[src/include/flash_protect_defs.vh]
// Constants shared by the status register and block protection logic.
`ifndef FLASH_PROTECT_DEFS_VH
`define FLASH_PROTECT_DEFS_VH

// Status register field positions.
`define SR_LOCK_BIT       7
`define SR_SIZE3_BIT      6
`define SR_TOPBOT_BIT     5
`define SR_SIZE_LO_MSB    4
`define SR_SIZE_LO_LSB    2
`define SR_WEL_BIT        1
`define SR_BUSY_BIT       0
`define SR_RESET          8'h00

// Flag status register field positions.
`define FS_READY_BIT      7
`define FS_ERASE_ERR_BIT  5
`define FS_PROG_ERR_BIT   4
`define FS_PROT_ERR_BIT   1
`define FS_RESET          8'h00

// Command codes on the decoded command port.
`define CMD_WRITE_ENABLE  4'h1
`define CMD_WRITE_DISABLE 4'h2
`define CMD_READ_STATUS   4'h3
`define CMD_WRITE_STATUS  4'h4
`define CMD_PROGRAM       4'h5
`define CMD_ERASE_SECTOR  4'h6
`define CMD_ERASE_SUB32   4'h7
`define CMD_ERASE_SUB4    4'h8
`define CMD_DIE_ERASE     4'h9
`define CMD_READ_FLAGS    4'hA
`define CMD_CLEAR_FLAGS   4'hB
`define CMD_WRITE_NVCFG   4'hC

// Array geometry of one die: 512 sectors of 64KB.
`define ADDR_W            25
`define SECTOR_MSB        24
`define SECTOR_LSB        16
`define SECTOR_W          9
`define SIZE_ALL_CODE     4'hA

// Internal cycle times in ns and the clock period they are counted in.
`define CLK_PERIOD_NS     20
`define WRSR_TIME_NS      1000
`define PROG_TIME_NS      2000
`define ERASE_TIME_NS     8000

`endif

[src/rtl/flash_status_protect.v]
// Status register, write lock and block protection of one flash die.
//
// Summary of operation
// - Protected sectors refuse program and erase.
// - Lock bit plus low pin freezes status.
// - A high pin or quad protocol ends hardware lock.
// - Bit 7 is the nonvolatile status write lock.
// - Size code sits at bits 6, 4:2.
// - Size code selects power-of-two sector count.
// - Write-enable latch clears at power-up.
// - Bit 0 shows an internal cycle running.
// - Busy bit is inverse of flag ready from first enabled clock after reset.
// - Die erase only with zero size code.
// - Die holds 512 sectors of 64KB.
// - Status and flag read commands are answered.
// - Protect pin is data in quad protocol.
// - Protected access sets protection error flag.
`timescale 1ns/10ps
`include "flash_protect_defs.vh"

module flash_status_protect #(
   parameter ADDR_W      = `ADDR_W,
   parameter CNT_W       = 16,
   parameter WRSR_CYCLES = (`WRSR_TIME_NS + `CLK_PERIOD_NS - 1) / `CLK_PERIOD_NS,
   parameter PROG_CYCLES = (`PROG_TIME_NS + `CLK_PERIOD_NS - 1) / `CLK_PERIOD_NS,
   parameter ERASE_CYCLES = (`ERASE_TIME_NS + `CLK_PERIOD_NS - 1) / `CLK_PERIOD_NS
) (
   input  wire              clk,
   input  wire              rst_n,
   input  wire              ce,
   input  wire              write_protect_n,
   input  wire              quad_io_protocol,
   input  wire              cmd_valid,
   input  wire [3:0]        cmd_code,
   input  wire [ADDR_W-1:0] cmd_addr,
   input  wire [7:0]        cmd_data,
   output reg               rsp_valid,
   output reg  [7:0]        rsp_data,
   output reg               cmd_refused,
   output reg               op_start,
   output reg  [3:0]        op_kind,
   output reg  [ADDR_W-1:0] op_addr,
   output reg               busy,
   output reg               ready,
   output reg  [7:0]        status_and_protect,
   output reg  [7:0]        flag_status
);

   // Cycle lengths are cut to the counter width on purpose. A length that overflows
   // CNT_W would shorten the cycle, so widen CNT_W before lengthening the timing defines.
   localparam [CNT_W-1:0] WRSR_CNT  = WRSR_CYCLES[CNT_W-1:0];
   localparam [CNT_W-1:0] PROG_CNT  = PROG_CYCLES[CNT_W-1:0];
   localparam [CNT_W-1:0] ERASE_CNT = ERASE_CYCLES[CNT_W-1:0];

   // Two-stage synchroniser for the write-protect pin.
   reg wp_meta;
   reg wp_sync;

   // Cycles left in the running internal operation; it counts down to one.
   reg [CNT_W-1:0] busy_cnt;

   // Decoded views of the status bits and of the command on the port.
   wire [3:0] protect_size_code;
   wire       top_bottom;
   wire       lock_bit;
   wire       wel;
   wire       sector_hit;
   wire       hw_locked;
   wire       is_prog;
   wire       is_erase;
   wire       is_array_op;
   wire       die_blocked;

   // Field views of the status register; the size code is split around bit 5.
   assign protect_size_code = {status_and_protect[`SR_SIZE3_BIT],
      status_and_protect[`SR_SIZE_LO_MSB:`SR_SIZE_LO_LSB]};
   assign top_bottom = status_and_protect[`SR_TOPBOT_BIT];
   assign lock_bit   = status_and_protect[`SR_LOCK_BIT];
   assign wel        = status_and_protect[`SR_WEL_BIT];

   // In quad protocol the pin carries data, so it never locks anything.
   // The size code still guards the array then; only status writes are unlocked.
   assign hw_locked = lock_bit & ~wp_sync & ~quad_io_protocol;

   // Command class decode. Subsector erases are judged by the 64KB sector around them,
   // so a protected sector also guards every 4KB and 32KB piece inside it.
   assign is_prog     = (cmd_code == `CMD_PROGRAM);
   assign is_erase    = (cmd_code == `CMD_ERASE_SECTOR) | (cmd_code == `CMD_ERASE_SUB32) |
                        (cmd_code == `CMD_ERASE_SUB4);
   assign is_array_op = is_prog | is_erase;
   assign die_blocked = (cmd_code == `CMD_DIE_ERASE) &
                        (protect_size_code != 4'h0);

   // Sector index is bits 24:16 of the die address, 512 sectors of 64KB.
   protect_range_check #(
      .SECTOR_W          (`SECTOR_W)
   ) u_range (
      .protect_size_code (protect_size_code),
      .top_bottom        (top_bottom),
      .sector            (cmd_addr[`SECTOR_MSB:`SECTOR_LSB]),
      .hit               (sector_hit)
   );

   // The pin is asynchronous to clk, so only the second stage is used.
   // Both stages reset high, so the die starts unprotected until the real level arrives.
   always @(posedge clk) begin
      if (!rst_n) begin
         wp_meta <= 1'b1;
         wp_sync <= 1'b1;
      end else if (ce) begin
         wp_meta <= write_protect_n;
         wp_sync <= wp_meta;
      end
   end

   // Command handling, internal cycle timer and both status registers.
   always @(posedge clk) begin
      if (!rst_n) begin
         status_and_protect <= `SR_RESET;
         flag_status        <= `FS_RESET;
         busy               <= 1'b0;
         ready              <= 1'b1;
         busy_cnt           <= {CNT_W{1'b0}};
         rsp_valid          <= 1'b0;
         rsp_data           <= 8'h00;
         cmd_refused        <= 1'b0;
         op_start           <= 1'b0;
         op_kind            <= 4'h0;
         op_addr            <= {ADDR_W{1'b0}};
      end else if (ce) begin
         // Pulses last one cycle; the held outputs keep their last value.
         rsp_valid   <= 1'b0;
         cmd_refused <= 1'b0;
         op_start    <= 1'b0;
         flag_status[`FS_READY_BIT] <= ~busy;
         // The internal cycle ends when the timer runs out; the latch drops then.
         if (busy) begin
            if (busy_cnt <= {{(CNT_W-1){1'b0}}, 1'b1}) begin
               busy     <= 1'b0;
               ready    <= 1'b1;
               busy_cnt <= {CNT_W{1'b0}};
               status_and_protect[`SR_BUSY_BIT] <= 1'b0;
               status_and_protect[`SR_WEL_BIT]  <= 1'b0;
               flag_status[`FS_READY_BIT]       <= 1'b1;
            end else begin
               busy_cnt <= busy_cnt - {{(CNT_W-1){1'b0}}, 1'b1};
            end
         end
         // One command is taken per cycle, so a flag is never set and cleared at once.
         if (cmd_valid) begin
            // Reads are answered even while an internal cycle runs.
            if (cmd_code == `CMD_READ_STATUS) begin
               rsp_valid <= 1'b1;
               rsp_data  <= status_and_protect;
            end else if (cmd_code == `CMD_READ_FLAGS) begin
               rsp_valid <= 1'b1;
               rsp_data  <= {~busy, flag_status[6:0]};
            end else if (busy) begin
               // A running cycle owns the array; only reads get through.
               cmd_refused <= 1'b1;
            end else if (cmd_code == `CMD_WRITE_ENABLE) begin
               status_and_protect[`SR_WEL_BIT] <= 1'b1;
            end else if (cmd_code == `CMD_WRITE_DISABLE) begin
               status_and_protect[`SR_WEL_BIT] <= 1'b0;
            end else if (cmd_code == `CMD_CLEAR_FLAGS) begin
               flag_status[`FS_ERASE_ERR_BIT] <= 1'b0;
               flag_status[`FS_PROG_ERR_BIT]  <= 1'b0;
               flag_status[`FS_PROT_ERR_BIT]  <= 1'b0;
            end else if (!wel) begin
               // Without the latch no write, program or erase may start.
               cmd_refused <= 1'b1;
            end else if (cmd_code == `CMD_WRITE_STATUS) begin
               if (hw_locked) begin
                  cmd_refused <= 1'b1;
               end else begin
                  // Only the nonvolatile bits take the written value.
                  status_and_protect[7:2] <= cmd_data[7:2];
                  status_and_protect[`SR_BUSY_BIT] <= 1'b1;
                  busy     <= 1'b1;
                  ready    <= 1'b0;
                  busy_cnt <= WRSR_CNT;
                  flag_status[`FS_READY_BIT] <= 1'b0;
                  op_start <= 1'b1;
                  op_kind  <= cmd_code;
                  op_addr  <= {ADDR_W{1'b0}};
               end
            end else if ((is_array_op && sector_hit) || die_blocked) begin
               // Refused before any cycle starts; the latch is dropped as well.
               cmd_refused <= 1'b1;
               status_and_protect[`SR_WEL_BIT] <= 1'b0;
               flag_status[`FS_PROT_ERR_BIT]   <= 1'b1;
               // The error bit beside it names the kind of operation that was tried.
               if (is_prog) begin
                  flag_status[`FS_PROG_ERR_BIT] <= 1'b1;
               end else begin
                  flag_status[`FS_ERASE_ERR_BIT] <= 1'b1;
               end
            end else if (is_array_op || (cmd_code == `CMD_DIE_ERASE) ||
                         (cmd_code == `CMD_WRITE_NVCFG)) begin
               status_and_protect[`SR_BUSY_BIT] <= 1'b1;
               busy     <= 1'b1;
               ready    <= 1'b0;
               flag_status[`FS_READY_BIT] <= 1'b0;
               op_start <= 1'b1;
               op_kind  <= cmd_code;
               op_addr  <= cmd_addr;
               // The configuration write shares the status write time.
               if (is_prog) begin
                  busy_cnt <= PROG_CNT;
               end else if (cmd_code == `CMD_WRITE_NVCFG) begin
                  busy_cnt <= WRSR_CNT;
               end else begin
                  busy_cnt <= ERASE_CNT;
               end
            end else begin
               // Unknown codes are refused and change nothing.
               cmd_refused <= 1'b1;
            end
         end
      end
   end

endmodule // flash_status_protect

[src/rtl/protect_range_check.v]
// Decoder that tells whether a 64KB sector lies in the protected area.
`timescale 1ns/10ps
`include "flash_protect_defs.vh"

module protect_range_check #(
   parameter SECTOR_W = `SECTOR_W
) (
   input  wire [3:0]          protect_size_code,
   input  wire                top_bottom,
   input  wire [SECTOR_W-1:0] sector,
   output reg                 hit
);

   reg [SECTOR_W:0] span;
   reg [SECTOR_W:0] sector_ext;

   // Size code 0 protects nothing, 1..9 protect 2^(code-1) sectors, above that all.
   always @* begin
      span       = {(SECTOR_W+1){1'b0}};
      sector_ext = {1'b0, sector};
      if (protect_size_code >= `SIZE_ALL_CODE) begin
         span = {1'b1, {SECTOR_W{1'b0}}};
      end else if (protect_size_code != 4'h0) begin
         span = {{SECTOR_W{1'b0}}, 1'b1} << (protect_size_code - 4'h1);
      end
      if (top_bottom) begin
         hit = (sector_ext < span);
      end else begin
         hit = (sector_ext >= ({1'b1, {SECTOR_W{1'b0}}} - span));
      end
   end

endmodule // protect_range_check
[config.mk]
export PLATFORM = sky130hd
export DESIGN_NAME = flash_status_protect
export DESIGN_NICKNAME = d
export VERILOG_FILES = /design/src/rtl/flash_status_protect.v /design/src/rtl/protect_range_check.v
export VERILOG_INCLUDE_DIRS = /design/src /design/src/include
export SDC_FILE = /design/constraint.sdc
export NUM_CORES = 1
export LEC_CHECK = 0
export BUFFER_PORTS_ARGS = -buffer_cell sky130_fd_sc_hd__buf_4
export CORE_MARGIN = 5
export CORE_UTILIZATION = 45
export CTS_BUF_LIST = sky130_fd_sc_hd__clkbuf_2
export CTS_CLUSTER_DIAMETER = 200
export DETAILED_ROUTE_END_ITERATION = 16
export PLACE_DENSITY = 0.74
export SYNTH_ARGS = -nofsm -noshare
export SYNTH_HDL_FRONTEND = slang
export SYNTH_SLANG_ARGS = --single-unit
[constraint.sdc]
create_clock -name clk -period 5.1 [get_ports clk]
set_input_delay 0.765 -clock clk [delete_from_list [all_inputs] [get_ports clk]]
set_output_delay 0.765 -clock clk [all_outputs]
set_load 0.02 [all_outputs]
==> results.txt <==
CP Data Required Time - 5.53 ns
switching portion of total power - 27.0%
detailed-route DRC error count - 0
total of fill cells in the finished design - 878
final critical-path share of the clock period - 85.9%
clk root buf - sky130_fd_sc_hd__clkbuf_2
Top delay family on crit path - compound AO/OA/AOI/OAI gates
layer carrying the most global-route usage - met2
Port Buffers - 94
wire length of the first global-routing pass - 18.7 mm
Max Cap Violations - 0
sequential share of power - 53.5%
total inserted antenna cells - 0
area used by sequential logic in the layout - 1440 µm²
Int Pwr - 786 µW
number of DRC markers after the initial detailed-route iteration - 220
Post-Place Cells - 711
First-pass DRT Iterations - 5
met3 track demand over resource - 4.94%
count of synthesis-stage warnings from yosys - 0
Placer Congestion - 0.818
Slew Limit Headroom - 28.4%
antenna violations before repair - 0
Synth Register Bits - 72
Worst-path clk slew - 0.19 ns
final setup fails - 0
worst-path cell chain - nor2b_1, nand2_1, ha_1, xnor2_1, ha_1, a211oi_1, o21ai_0, a21oi_1, o31ai_1, a2111o_2, or3b_1, a21oi_1
net total in the final layout - 674
number of clock sinks - 72
total core area - 9200 µm²
met1 layer usage reported by global route - 24.1%
sequential cell area fraction in the yosys report - 34.0%
fin cells - 726
Final min period - 4.38 ns
most frequent cells in the layout - 97 x sky130_fd_sc_hd__buf_4, 72 x sky130_fd_sc_hd__dfxtp_1, 68 x sky130_fd_sc_hd__nand2_1
total global-route track usage - 20.1%
overall via count from detail_route - 4150
ys async rst share - 0%
vias in the first global route - 3829
worst slew pin tran - 1.07 ns
total setup buffers inserted after CTS - 0
most common library cell in the layout ignoring fill and taps - sky130_fd_sc_hd__buf_4
Mapped Cells - 540
largest net degree at the start of global routing - 61
drt wl/cell - 16.0 µm
clock latency reported for the late side of the worst-skew pair - 0.50 ns
Clk network pwr share - 33.7%
Crit. End Element - flop
TritonCTS buffer count - 9
residual antenna-violating net count after detailed routing - 0
total die area - 11500 µm²
maximum achievable frequency - 0.228 GHz
CP arrival - 4.81 ns
CP max-delay cell - sky130_fd_sc_hd__a2111o_2
class of the most critical hold timing path - in2reg
total routed wirelength - 11.6 mm
met2 track demand over resource in global routing - 35.8%
maximum VDD drop - 0.156 mV
Worst Path Buf+Inv - 0
cell area after synthesis - 4240 µm²
Power Dens Cells - 214 nW/µm²
Hold WS - 0.464 ns
Pleak - 0.00206 µW
half-perimeter wire length of the detailed placement result - 8.49 mm
via density per instance - 5.72
Synth-to-Final Area Change - 18.8%
maximum net fanout on the critical path - 60
crit-path max cell delay - 0.87 ns
dominant synthesized flop cell - sky130_fd_sc_hd__dfxtp_1
setup repair after global routing missed its margin - false
IO Count - 101
result of the run - complete, no violations
initial standard-cell utilization of the core - 46.1%
PnR Total Power - 1080 µW
GR Overflow Total - 0
average cell area after synthesis - 7.85 µm²
maximum root-to-sink buffer count - 2
switching component of the power - 291 µW
number of endpoints with negative hold slack in the final report - 0
Critical Setup Path Class - reg2reg
number of rows in the core area - 35
worst setup skew after layout - 0.0224 ns
die boundary height - 107 µm
count of unique library cells instantiated by Yosys - 61
utilization after layout - 54.8%
Die Wd - 107 µm
share of layout cells above drive strength 1 - 19.8%
number of synthesized flops with an enable pin - 0
number of hold buffers added after cts - 0
max-slew violation count - 0
total negative setup slack - 0 ns
CTS tree - yes
total area of multi-input combinational cells - 2530 µm²
combinational cell fraction of total power - 12.7%
critical path launch point type - flop
number of gates resized after cts - 0
number of H-tree branching levels - 3
-- final timing paths --
| kind | start | cells after the start | slack [ns] | to |
|---|---|---|---|---|
| hold reg to reg | op_addr[15] | 2 | 0.46 | op_addr[15] |
| hold / removal | write_protect_n | 3 | 0.46 | wp_meta |
| setup reg to reg | status_and_protect[3] | 12 | 0.72 | op_addr[10] |
| setup / recovery | status_and_protect[3] | 12 | 0.72 | op_addr[10] |
-- per-layer routing --
layer | vias to the layer above | share of wire, %
met3 | 12 | 6.4
met1 | 1927 | 41
li1 | 2077 | -
met2 | 134 | 51
met4 | 0 | 1.2
met5 | - | 0
-- kinds of logic after synthesis --
| kind of cell | count (synthesis) | synth area share (%) |
|---|---|---|
| simple gates | 220 | 27.4 |
| compound gates | 150 | 21.5 |
| flops | 72 | 34.0 |
| buf+inv | 58 | 6.67 |
| fa+ha+maj | 20 | 5.90 |
| mux | 15 | 3.57 |
| xor+xnor | 4 | 0.827 |
| other cells | 1 | 0.0885 |
-- stage by stage --
step | cell area [µm²] | setup slack (ns)
final | 5040 | 0.721
after global placement | 4910 | 1.08
after detailed placement | 4910 | 0.820
after CTS | 5040 | 0.768
after global routing | 5040 | 0.442
after floorplan | 4250 | 1.50
-- registers in the layout, summed over array words and instances, names as in the netlist --
register and flops:
wp_meta 1, busy_cnt 16, busy 1, cmd_refused 1
rsp_valid 1, wp_sync 1, op_addr 25, rsp_data 8
status_and_protect 8, ready 1, op_kind 4, flag_status 4
op_start 1
-- area by class of cell --
| cell class | count | share of cell area, % |
|---|---|---|
| multi-input cells | 413 | 50.2 |
| repair buffers | 97 | 14.5 |
| clock inverters | 6 | 1.69 |
| inverters | 18 | 1.34 |
| flip-flops and latches | 72 | 28.6 |
| well taps | 111 | 2.76 |
| clock buffers | 9 | 0.894 |
-- worst reg2reg max path, delay by kind of cell, from the launching register on --
family | cells | cell delay (ns)
xor+xnor | 1 | 0.21
compound gates | 6 | 1.86
fa+ha+maj | 2 | 0.57
flops | 1 | 0.76
simple gates | 3 | 0.91
-- synthesized netlist by cell type, types with 9 or more instances --
cell type / n / share of area, %
sky130_fd_sc_hd__dfxtp_1: 72 / 34
sky130_fd_sc_hd__nand2_1: 68 / 6.0
sky130_fd_sc_hd__a21oi_1: 61 / 7.2
sky130_fd_sc_hd__nor2_1: 45 / 4.0
sky130_fd_sc_hd__o21ai_0: 34 / 4.0
sky130_fd_sc_hd__or3b_1: 24 / 5.0
sky130_fd_sc_hd__clkbuf_1: 22 / 1.9
sky130_fd_sc_hd__ha_1: 20 / 5.9
sky130_fd_sc_hd__nor3_1: 19 / 2.2
sky130_fd_sc_hd__inv_1: 17 / 1.5
sky130_fd_sc_hd__mux2i_1: 14 / 3.3
sky130_fd_sc_hd__nand3_1: 11 / 1.3
sky130_fd_sc_hd__nand2b_1: 10 / 1.5
sky130_fd_sc_hd__nor2b_1: 9 / 1.3
-- power groups by stage --
stage	Combinational [µW]	Clock [µW]	Sequential (µW)
after floorplan	82.4	0	590
final	137	363	576
after CTS	137	377	577
after global placement	132	0	587
after detailed placement	136	0	588
after global routing	152	399	578
Note: power is estimated with default switching activity, not from simulation.
